===== src/common/two_wire_params.svh =====
// offsets, field positions, reset values, status codes and timing counts
// assumes inclusion by bare name from the design files
`ifndef TWO_WIRE_PARAMS_SVH
`define TWO_WIRE_PARAMS_SVH

`define TW_OFF_OWN          8'h00
`define TW_OFF_CTRL         8'h04
`define TW_OFF_STAT         8'h08
`define TW_OFF_DATA         8'h0C

`define TW_CTRL_FLAG        7
`define TW_CTRL_ACK         6
`define TW_CTRL_STA         5
`define TW_CTRL_STO         4
`define TW_CTRL_WCOL        3
`define TW_CTRL_EN          2
`define TW_CTRL_IE          0
`define TW_STAT_CODE_LSB    3

`define TW_RST_OWN          8'h00
`define TW_RST_DATA         8'hFF
`define TW_ST_IDLE          8'hF8
`define TW_ST_START         8'h08
`define TW_ST_OWN_W         8'h60
`define TW_ST_ARB_OWN_W     8'h68
`define TW_ST_GC            8'h70
`define TW_ST_ARB_GC        8'h78
`define TW_ST_DATA_ACK      8'h80
`define TW_ST_DATA_NACK     8'h88
`define TW_ST_GC_ACK        8'h90
`define TW_ST_GC_NACK       8'h98
`define TW_ST_STOP          8'hA0

`define TW_CLK_NS           5
`define TW_START_HOLD_NS    4000
`define TW_START_HOLD_CYC   ((`TW_START_HOLD_NS + `TW_CLK_NS - 1) / `TW_CLK_NS)

`endif


===== src/common/two_wire_pkg.sv =====
// types shared by the two-wire slave receiver
// assumes nothing beyond a SystemVerilog compiler
package two_wire_pkg;

    typedef enum logic [3:0] {
        st_idle        = 4'b0000,
        st_addr        = 4'b0001,
        st_addr_ack    = 4'b0011,
        st_data        = 4'b0010,
        st_data_ack    = 4'b0110,
        st_stretch     = 4'b0111,
        st_gen_start   = 4'b0101,
        st_mst_hold    = 4'b0100,
        st_mst_release = 4'b1100
    } fsm_type;

    typedef struct packed {
        logic scl;
        logic sda;
    } pins_in_type;

    typedef struct packed {
        logic scl_out;
        logic scl_oe;
        logic sda_out;
        logic sda_oe;
    } pins_out_type;

    typedef struct packed {
        fsm_type      fsm;
        logic [7:0]   own_addr;
        logic         ack_en;
        logic         start_req;
        logic         stop_req;
        logic         wcol;
        logic         en;
        logic         ie;
        logic         flag;
        logic [4:0]   status;
        logic [1:0]   presc;
        logic [7:0]   data;
        logic [7:0]   shift;
        logic [3:0]   cnt;
        logic         gc;
        logic         arb;
        logic         nack;
        logic         sda_drv;
        logic         scl_drv;
        logic         busy;
        logic         sleep_match;
        logic [15:0]  tcnt;
        logic [31:0]  rdata;
        logic         scl_s1;
        logic         scl_s2;
        logic         scl_d;
        logic         sda_s1;
        logic         sda_s2;
        logic         sda_d;
    } state_type;

endpackage : two_wire_pkg


===== src/core/two_wire_slave_receiver.sv =====
// two-wire slave receiver with apb register access
// assumes pins resolved open-drain outside; line inputs are asynchronous
`include "two_wire_params.svh"

module two_wire_slave_receiver #(
    parameter int ADDR_WIDTH     = 12,
    parameter int START_HOLD_CYC = `TW_START_HOLD_CYC
) (
    input  wire logic                       pclk,
    input  wire logic                       presetn,
    input  wire logic                       psel,
    input  wire logic                       penable,
    input  wire logic                       pwrite,
    input  wire logic [ADDR_WIDTH-1:0]      paddr,
    input  wire logic [31:0]                pwdata,
    output logic      [31:0]                prdata,
    output logic                            pready,
    output logic                            pslverr,
    input  wire two_wire_pkg::pins_in_type  line_in,
    output two_wire_pkg::pins_out_type      line_out,
    input  wire logic                       deep_sleep,
    output logic                            wake_request
);

    ////////////////////////////////////////////////////////////////////////////
    generate
        if (ADDR_WIDTH < 4 || START_HOLD_CYC < 1 || START_HOLD_CYC > 65535) begin : g_bad_param
            $error("two_wire_slave_receiver: unsupported parameter value");
        end
    endgenerate

    localparam logic [1:0] IDX_OWN  = 2'(`TW_OFF_OWN >> 2);
    localparam logic [1:0] IDX_CTRL = 2'(`TW_OFF_CTRL >> 2);
    localparam logic [1:0] IDX_STAT = 2'(`TW_OFF_STAT >> 2);
    localparam logic [1:0] IDX_DATA = 2'(`TW_OFF_DATA >> 2);
    localparam logic [15:0] HOLD_LAST = 16'(START_HOLD_CYC - 1);

    two_wire_pkg::state_type st_reg;
    two_wire_pkg::state_type st_next;

    logic scl_rise;
    logic scl_fall;
    logic start_cond;
    logic stop_cond;
    logic access_hit;

    // only the four word slots at the bottom decode
    function automatic logic reg_hit(input logic [ADDR_WIDTH-1:0] a);
        reg_hit = (a[ADDR_WIDTH-1:4] == '0) && (a[1:0] == 2'b00);
    endfunction : reg_hit

    function automatic logic [4:0] code5(input logic [7:0] c);
        code5 = c[7:`TW_STAT_CODE_LSB];
    endfunction : code5

    // third stage only feeds edge detection, never the first stage
    assign scl_rise   = st_reg.scl_s2 && !st_reg.scl_d;
    assign scl_fall   = !st_reg.scl_s2 && st_reg.scl_d;
    assign start_cond = st_reg.scl_s2 && st_reg.scl_d && st_reg.sda_d && !st_reg.sda_s2;
    assign stop_cond  = st_reg.scl_s2 && st_reg.scl_d && !st_reg.sda_d && st_reg.sda_s2;
    assign access_hit = reg_hit(paddr);

    ////////////////////////////////////////////////////////////////////////////
    always_comb begin
        logic       set_flag;
        logic       clr_flag;
        logic [7:0] code;
        logic       own_hit;
        logic       gc_hit;
        set_flag = 1'b0;
        clr_flag = 1'b0;
        code     = `TW_ST_IDLE;
        own_hit  = 1'b0;
        gc_hit   = 1'b0;
        st_next  = st_reg;

        st_next.scl_s1 = line_in.scl;
        st_next.scl_s2 = st_reg.scl_s1;
        st_next.scl_d  = st_reg.scl_s2;
        st_next.sda_s1 = line_in.sda;
        st_next.sda_s2 = st_reg.sda_s1;
        st_next.sda_d  = st_reg.sda_s2;

        // read data fetched in setup so it is a flop in access
        if (psel && !penable && !pwrite) begin
            st_next.rdata = 32'h0000_0000;
            if (access_hit) begin
                unique case (paddr[3:2])
                    IDX_OWN:  st_next.rdata[7:0] = st_reg.own_addr;
                    IDX_CTRL: st_next.rdata[7:0] = {st_reg.flag, st_reg.ack_en, st_reg.start_req,
                                                    st_reg.stop_req, st_reg.wcol, st_reg.en,
                                                    1'b0, st_reg.ie};
                    IDX_STAT: st_next.rdata[7:0] = {st_reg.status, 1'b0, st_reg.presc};
                    IDX_DATA: st_next.rdata[7:0] = st_reg.data;
                endcase
            end
        end

        if (psel && penable && pwrite && access_hit) begin
            unique case (paddr[3:2])
                IDX_OWN:  st_next.own_addr = pwdata[7:0];
                IDX_CTRL: begin
                    st_next.ack_en    = pwdata[`TW_CTRL_ACK];
                    st_next.start_req = pwdata[`TW_CTRL_STA];
                    st_next.stop_req  = pwdata[`TW_CTRL_STO];
                    st_next.en        = pwdata[`TW_CTRL_EN];
                    st_next.ie        = pwdata[`TW_CTRL_IE];
                    clr_flag          = pwdata[`TW_CTRL_FLAG];
                end
                IDX_STAT: st_next.presc = pwdata[1:0];
                IDX_DATA: begin
                    if (st_reg.flag) begin
                        st_next.data = pwdata[7:0];
                        st_next.wcol = 1'b0;
                    end else begin
                        st_next.wcol = 1'b1;
                    end
                end
            endcase
        end

        if (start_cond) begin
            st_next.busy = 1'b1;
        end else if (stop_cond) begin
            st_next.busy = 1'b0;
        end

        ////////////////////////////////////////////////////////////////////////
        if (!st_reg.en) begin
            st_next.fsm     = two_wire_pkg::st_idle;
            st_next.sda_drv = 1'b0;
            st_next.scl_drv = 1'b0;
        end else if (st_reg.stop_req && st_reg.fsm != two_wire_pkg::st_mst_hold) begin
            // stop request in slave mode only recovers to not addressed
            st_next.stop_req = 1'b0;
            st_next.fsm      = two_wire_pkg::st_idle;
            st_next.sda_drv  = 1'b0;
            st_next.scl_drv  = 1'b0;
        end else if ((start_cond || stop_cond) && st_reg.fsm == two_wire_pkg::st_data) begin
            set_flag    = 1'b1;
            code        = `TW_ST_STOP;
            st_next.fsm = two_wire_pkg::st_idle;
        end else begin
            unique case (st_reg.fsm)
                two_wire_pkg::st_idle: begin
                    // monitoring never stops, even with ack_en low
                    if (start_cond) begin
                        st_next.fsm = two_wire_pkg::st_addr;
                        st_next.cnt = 4'h0;
                    end else if (st_reg.start_req && !st_reg.busy && !st_reg.flag) begin
                        st_next.fsm  = two_wire_pkg::st_gen_start;
                        st_next.tcnt = 16'h0000;
                    end
                end
                two_wire_pkg::st_addr: begin
                    if (stop_cond) begin
                        st_next.fsm = two_wire_pkg::st_idle;
                    end else if (start_cond) begin
                        st_next.cnt = 4'h0;
                    end else if (scl_rise) begin
                        st_next.shift = {st_reg.shift[6:0], st_reg.sda_s2};
                        st_next.cnt   = 4'(st_reg.cnt + 4'h1);
                    end else if (scl_fall && st_reg.cnt == 4'h8) begin
                        own_hit = st_reg.shift[7:1] == st_reg.own_addr[7:1];
                        gc_hit  = st_reg.shift[7:1] == 7'h00 && st_reg.own_addr[0];
                        // read direction is left to the transmitter, not here
                        if (st_reg.ack_en && !st_reg.shift[0] && (own_hit || gc_hit)) begin
                            st_next.sda_drv     = 1'b1;
                            st_next.gc          = gc_hit;
                            st_next.arb         = st_reg.start_req;
                            st_next.sleep_match = deep_sleep;
                            st_next.fsm         = two_wire_pkg::st_addr_ack;
                        end else begin
                            st_next.fsm = two_wire_pkg::st_idle;
                        end
                    end
                end
                two_wire_pkg::st_addr_ack: begin
                    if (scl_fall) begin
                        st_next.sda_drv = 1'b0;
                        st_next.scl_drv = 1'b1;
                        st_next.nack    = 1'b0;
                        st_next.fsm     = two_wire_pkg::st_stretch;
                        set_flag        = 1'b1;
                        if (st_reg.gc) begin
                            code = st_reg.arb ? `TW_ST_ARB_GC : `TW_ST_GC;
                        end else begin
                            code = st_reg.arb ? `TW_ST_ARB_OWN_W : `TW_ST_OWN_W;
                        end
                    end
                end
                two_wire_pkg::st_stretch: begin
                    // a slow wake-up keeps the line low for as long as it takes
                    st_next.scl_drv = 1'b1;
                    if (!st_reg.flag) begin
                        st_next.scl_drv     = 1'b0;
                        st_next.sleep_match = 1'b0;
                        st_next.cnt         = 4'h0;
                        st_next.fsm = st_reg.nack ? two_wire_pkg::st_idle : two_wire_pkg::st_data;
                    end
                end
                two_wire_pkg::st_data: begin
                    if (scl_rise) begin
                        st_next.shift = {st_reg.shift[6:0], st_reg.sda_s2};
                        st_next.cnt   = 4'(st_reg.cnt + 4'h1);
                    end else if (scl_fall && st_reg.cnt == 4'h8) begin
                        st_next.sda_drv = st_reg.ack_en;
                        st_next.nack    = !st_reg.ack_en;
                        if (!deep_sleep) begin
                            st_next.data = st_reg.shift;
                        end
                        st_next.fsm = two_wire_pkg::st_data_ack;
                    end
                end
                two_wire_pkg::st_data_ack: begin
                    if (scl_fall) begin
                        st_next.sda_drv = 1'b0;
                        st_next.scl_drv = 1'b1;
                        st_next.fsm     = two_wire_pkg::st_stretch;
                        set_flag        = 1'b1;
                        if (st_reg.gc) begin
                            code = st_reg.nack ? `TW_ST_GC_NACK : `TW_ST_GC_ACK;
                        end else begin
                            code = st_reg.nack ? `TW_ST_DATA_NACK : `TW_ST_DATA_ACK;
                        end
                    end
                end
                two_wire_pkg::st_gen_start: begin
                    st_next.sda_drv = 1'b1;
                    st_next.tcnt    = 16'(st_reg.tcnt + 16'h0001);
                    if (st_reg.tcnt == HOLD_LAST) begin
                        st_next.scl_drv   = 1'b1;
                        st_next.start_req = 1'b0;
                        st_next.fsm       = two_wire_pkg::st_mst_hold;
                        set_flag          = 1'b1;
                        code              = `TW_ST_START;
                    end
                end
                two_wire_pkg::st_mst_hold: begin
                    // master transfers are not served: the bus is handed back with a stop
                    if (!st_reg.flag) begin
                        st_next.scl_drv = 1'b0;
                        st_next.tcnt    = 16'h0000;
                        st_next.fsm     = two_wire_pkg::st_mst_release;
                    end
                end
                two_wire_pkg::st_mst_release: begin
                    st_next.tcnt = 16'(st_reg.tcnt + 16'h0001);
                    if (st_reg.tcnt == HOLD_LAST) begin
                        st_next.sda_drv  = 1'b0;
                        st_next.stop_req = 1'b0;
                        st_next.fsm      = two_wire_pkg::st_idle;
                    end
                end
                default: begin
                    st_next.fsm     = two_wire_pkg::st_idle;
                    st_next.sda_drv = 1'b0;
                    st_next.scl_drv = 1'b0;
                end
            endcase
        end

        // hardware set wins over a software clear in the same cycle
        if (set_flag) begin
            st_next.flag   = 1'b1;
            st_next.status = code5(code);
        end else if (clr_flag) begin
            st_next.flag   = 1'b0;
            st_next.status = code5(`TW_ST_IDLE);
        end
    end

    ////////////////////////////////////////////////////////////////////////////
    always_ff @(posedge pclk or negedge presetn) begin
        if (!presetn) begin
            st_reg          <= '0;
            st_reg.own_addr <= `TW_RST_OWN;
            st_reg.data     <= `TW_RST_DATA;
            st_reg.status   <= code5(`TW_ST_IDLE);
            st_reg.scl_s1   <= 1'b1;
            st_reg.scl_s2   <= 1'b1;
            st_reg.scl_d    <= 1'b1;
            st_reg.sda_s1   <= 1'b1;
            st_reg.sda_s2   <= 1'b1;
            st_reg.sda_d    <= 1'b1;
        end else begin
            st_reg <= st_next;
        end
    end

    assign prdata           = st_reg.rdata;
    assign pready           = 1'b1;
    assign pslverr          = psel && penable && !access_hit;
    assign line_out.scl_out = 1'b0;
    assign line_out.scl_oe  = st_reg.scl_drv;
    assign line_out.sda_out = 1'b0;
    assign line_out.sda_oe  = st_reg.sda_drv;
    assign wake_request     = st_reg.sleep_match;

    logic byte_end;
    assign byte_end = scl_fall && st_reg.cnt == 4'h8 && st_reg.en && !st_reg.stop_req;
endmodule : two_wire_slave_receiver


===== config.mk =====
export PLATFORM = sky130hd
export DESIGN_NAME = two_wire_slave_receiver
export DESIGN_NICKNAME = d
export VERILOG_FILES = /design/src/common/two_wire_pkg.sv /design/src/core/two_wire_slave_receiver.sv
export VERILOG_INCLUDE_DIRS = /design/src /design/src/common
export SDC_FILE = /design/constraint.sdc
export NUM_CORES = 1
export LEC_CHECK = 0
export BUFFER_PORTS_ARGS = -buffer_cell sky130_fd_sc_hd__buf_2
export CORE_MARGIN = 3
export CORE_UTILIZATION = 30
export CTS_CLUSTER_DIAMETER = 120
export CTS_CLUSTER_SIZE = 20
export DETAILED_ROUTE_END_ITERATION = 12
export GPL_TIMING_DRIVEN = 0
export SKIP_CTS_REPAIR_TIMING = 1
export SLEW_MARGIN = 25
export SYNTH_ARGS = -nofsm -noshare
export SYNTH_HDL_FRONTEND = slang
export SYNTH_SLANG_ARGS = --single-unit

===== constraint.sdc =====
create_clock -name pclk -period 3.4 [get_ports pclk]
set_input_delay 0.17 -clock pclk [delete_from_list [all_inputs] [get_ports pclk]]
set_output_delay 0.17 -clock pclk [all_outputs]
set_load 0.02 [all_outputs]

==> results.yml <==
power:
  vdd.ir_drop.worst_mv: 0.250
  p_leak_uw: 0.00265
  power_density_mw_per_mm2: 366
timing:
  max_slew_margin_pct: 48.8
  period_needed_ns: 2.47
  tns_ns: 0
  timing.final.crit_share_pct: 72.5
  worstMarginPinSlew_ns: 0.762
  grt_setup_unrepaired: "false"
  report.final.hold_viol_count: 0
  setup_viol: 0
  clock.fmax_ghz: 0.405
  skew_ns: 0.00861
  finalMaxSlewViolations: 0
synth:
  synth_enable_flop_cells: 0
  avgSynthCellArea_sq_um: 9.71
  syn_area_sq_mm: 0.00507
  ys_seq_area_share_pct: 41.5
  synthCells: 522
  ys.flop_type: "dfrtp_1"
  async_flop_share_pct: 100
  synth_seq_cells: 83
  yosysWarningCount: 0
  yosysUniqueCellTypes: 77
layout:
  largest_register_ffs: 68
  fillers: 1651
  post-route-util_pct: 36.9
  most-common-layout-cells: "dfrtp_1, nand2_1, buf_2, o21ai_0, buf_4"
  areaGrowthSynthToFinish_pct: 18.2
  layout_commonest_cell: "dfrtp_1"
  antenna_cells: 0
  drive_gt1_share_pct: 28.1
  finalNetCount: 655
detailed_routing:
  routedWlPerCell_um: 15.8
  wl_met2_um: 5980
  dr.max_layer_used: "met4"
  met1Wirelength_um: 5850
  wl_um: 13000
  drtIter0Drc: 241
  vias: 4220
  drcViolationCount: 0
  via_per_inst: 5.15
  wl_met3_um: 916
  drt-pass1-iter-count: 7
  ant_nets: 0
floorplanning:
  fp.dieArea_sq_mm: 0.0185
  die_w_um: 136
  ioPinCount: 91
  die_h_um: 136
  start_util_pct: 31.2
  num_rows: 46
  core_sq_mm: 0.0162
global_route:
  grt_pass1_wl_um: 21100
  grt_use_total_pct: 14.3
  antenna_found_initial: 0
  grt_max_degree: 50
  grt_pass1_vias: 4072
  overflow: 0
placed_design:
  gp_congestion: 0.885
  port_buffers: 38
  dp.final_hpwl_um: 9680
cts:
  htree_levels: 3
  numCtsBuffers: 9
  clkLatencyLatePin_ns: 0.34
  cts.sinks: 83
  clk_pin_slew_ns: 0.06
  clockBufferDepth: 2
  cts_tree: "yes"
  clock-root-buffer: "clkbuf_16"
critical_path:
  crit_chain: "nor4b_2 -> a21oi_2 -> nand3_1 -> clkbuf_1 -> nor2_1 -> a21oi_1"
  arrival_ns: 2.74
  required_ns: 3.67
  crit_buf_inv: 1
  cp-start-kind: "flop"
  cpPeakStageDelay_ns: 0.64
  cp_top_family: "simple AND/OR/NAND/NOR gates"
  cp_slowest_cell: "nor4b_2"
  path_max_fanout: 10
  critPathKind: "reg -> reg"
  endpoint_kind: "flop"
status:
  status: "complete, no violations"
hold_path:
  hold_class: "in -> reg"
run:
  maxCapViolations: 0
synth_stat cells (all sizes together) (4+ instances only):
master | instances | share of area, %
a31oi | 10 | 1.2
nand2b | 4 | 0.49
a21oi | 21 | 2.1
nor2b | 8 | 0.99
dfstp | 19 | 9.9
nand3 | 25 | 2.5
nand4 | 13 | 1.7
inv | 8 | 0.59
nor3 | 11 | 1.2
o31ai | 14 | 2.1
buf | 49 | 6.8
o21a | 6 | 0.89
xnor2 | 8 | 1.4
and2 | 4 | 0.49
o21ai | 43 | 4.3
clkbuf | 9 | 0.67
nand2 | 56 | 4.3
mux4 | 6 | 2.7
dfrtp | 64 | 32
mux2i | 12 | 2.4
mux2 | 22 | 5.5
nor4 | 6 | 0.99
and3 | 9 | 1.1
nor2 | 33 | 2.6
layout make-up:
| class | instances | area (sq um) | share of cell area [%] |
|---|---|---|---|
| plain buffers | 58 | 380 | 6.35 |
| clock inverters | 2 | 60.1 | 1.00 |
| well taps | 216 | 270 | 4.51 |
| clock buffers | 13 | 250 | 4.18 |
| flip-flops and latches | 83 | 2100 | 35.1 |
| multi-input cells | 397 | 2650 | 44.2 |
| inverters | 9 | 33.8 | 0.564 |
| repair buffers | 42 | 250 | 4.18 |
path summary, 6_finish.rpt:
kind	endpoint	cells past startpoint	startpoint	slack, ns
setup / recovery	st_reg[79]$_DFF_PN1_	6	st_reg[104]$_DFFE_PN0P_	0.93
min in group asynchronous	st_reg[41]$_DFFE_PN0P_	2	presetn	0.33
hold reg to reg	st_next[0]$_DFF_PN1_	0	st_next[1]$_DFF_PN1_	0.36
max in group asynchronous	st_reg[74]$_DFF_PN1_	3	presetn	2.41
setup reg to reg	st_reg[79]$_DFF_PN1_	6	st_reg[104]$_DFFE_PN0P_	0.93
hold / removal	st_reg[90]$_DFFE_PN0P_	3	pwdata[2]	0.06
routing by layer:
| metal | vias up | global-route usage (%) |
|---|---|---|
| met1 | 2026 | 19.4 |
| met2 | 160 | 22.6 |
| met5 | - | 0 |
| li1 | 2010 | - |
| met4 | 0 | 4.03 |
| met3 | 24 | 4.03 |
metrics by stage:
stage | total power (uW) | instance area [sq um] | std cells | setup slack, ns | hold slack [ns]
final | 2190 | 5990 | 820 | 0.933 | 0.0638
after global routing | 2280 | 5990 | 820 | 0.727 | 0.0646
after CTS | 2220 | 5960 | 817 | 0.940 | -0.201
after detailed placement | 1160 | 5650 | 802 | 0.963 | 0.175
after global placement | 1150 | 5620 | 801 | 0.996 | 0.278
after floorplan | 1100 | 5160 | 547 | 1.32 | -0.126
kinds of logic (layout without fill, tap and decap cells):
kind of cell / after synthesis / after routing / synth area share [%]
adders and majority gates: 3 / 3 / 0.741
buffers and inverters: 67 / 124 / 8.17
muxes: 40 / 40 / 10.5
and+or+nand+nor: 191 / 191 / 20.6
AOI/OAI and AO/OA: 125 / 125 / 16.4
DFF: 83 / 83 / 41.5
xor gates and xnor gates: 11 / 11 / 1.90
other: 2 / 27 / 0.148
worst register-to-register path, stage by stage, from the launching register on:
cell and delay, ns:
dfrtp_1 0.53, nor4b_2 0.64, a21oi_2 0.29, nand3_1 0.31, clkbuf_1 0.40, nor2_1 0.09, a21oi_1 0.13
power by group:
group / leakage (uW) / internal, uW / switching [uW]
clock network: 0.000150 / 661 / 391
registers: 0.00108 / 998 / 5.20
logic: 0.00142 / 52.1 / 84.9
(Power assumes the default switching activity.)
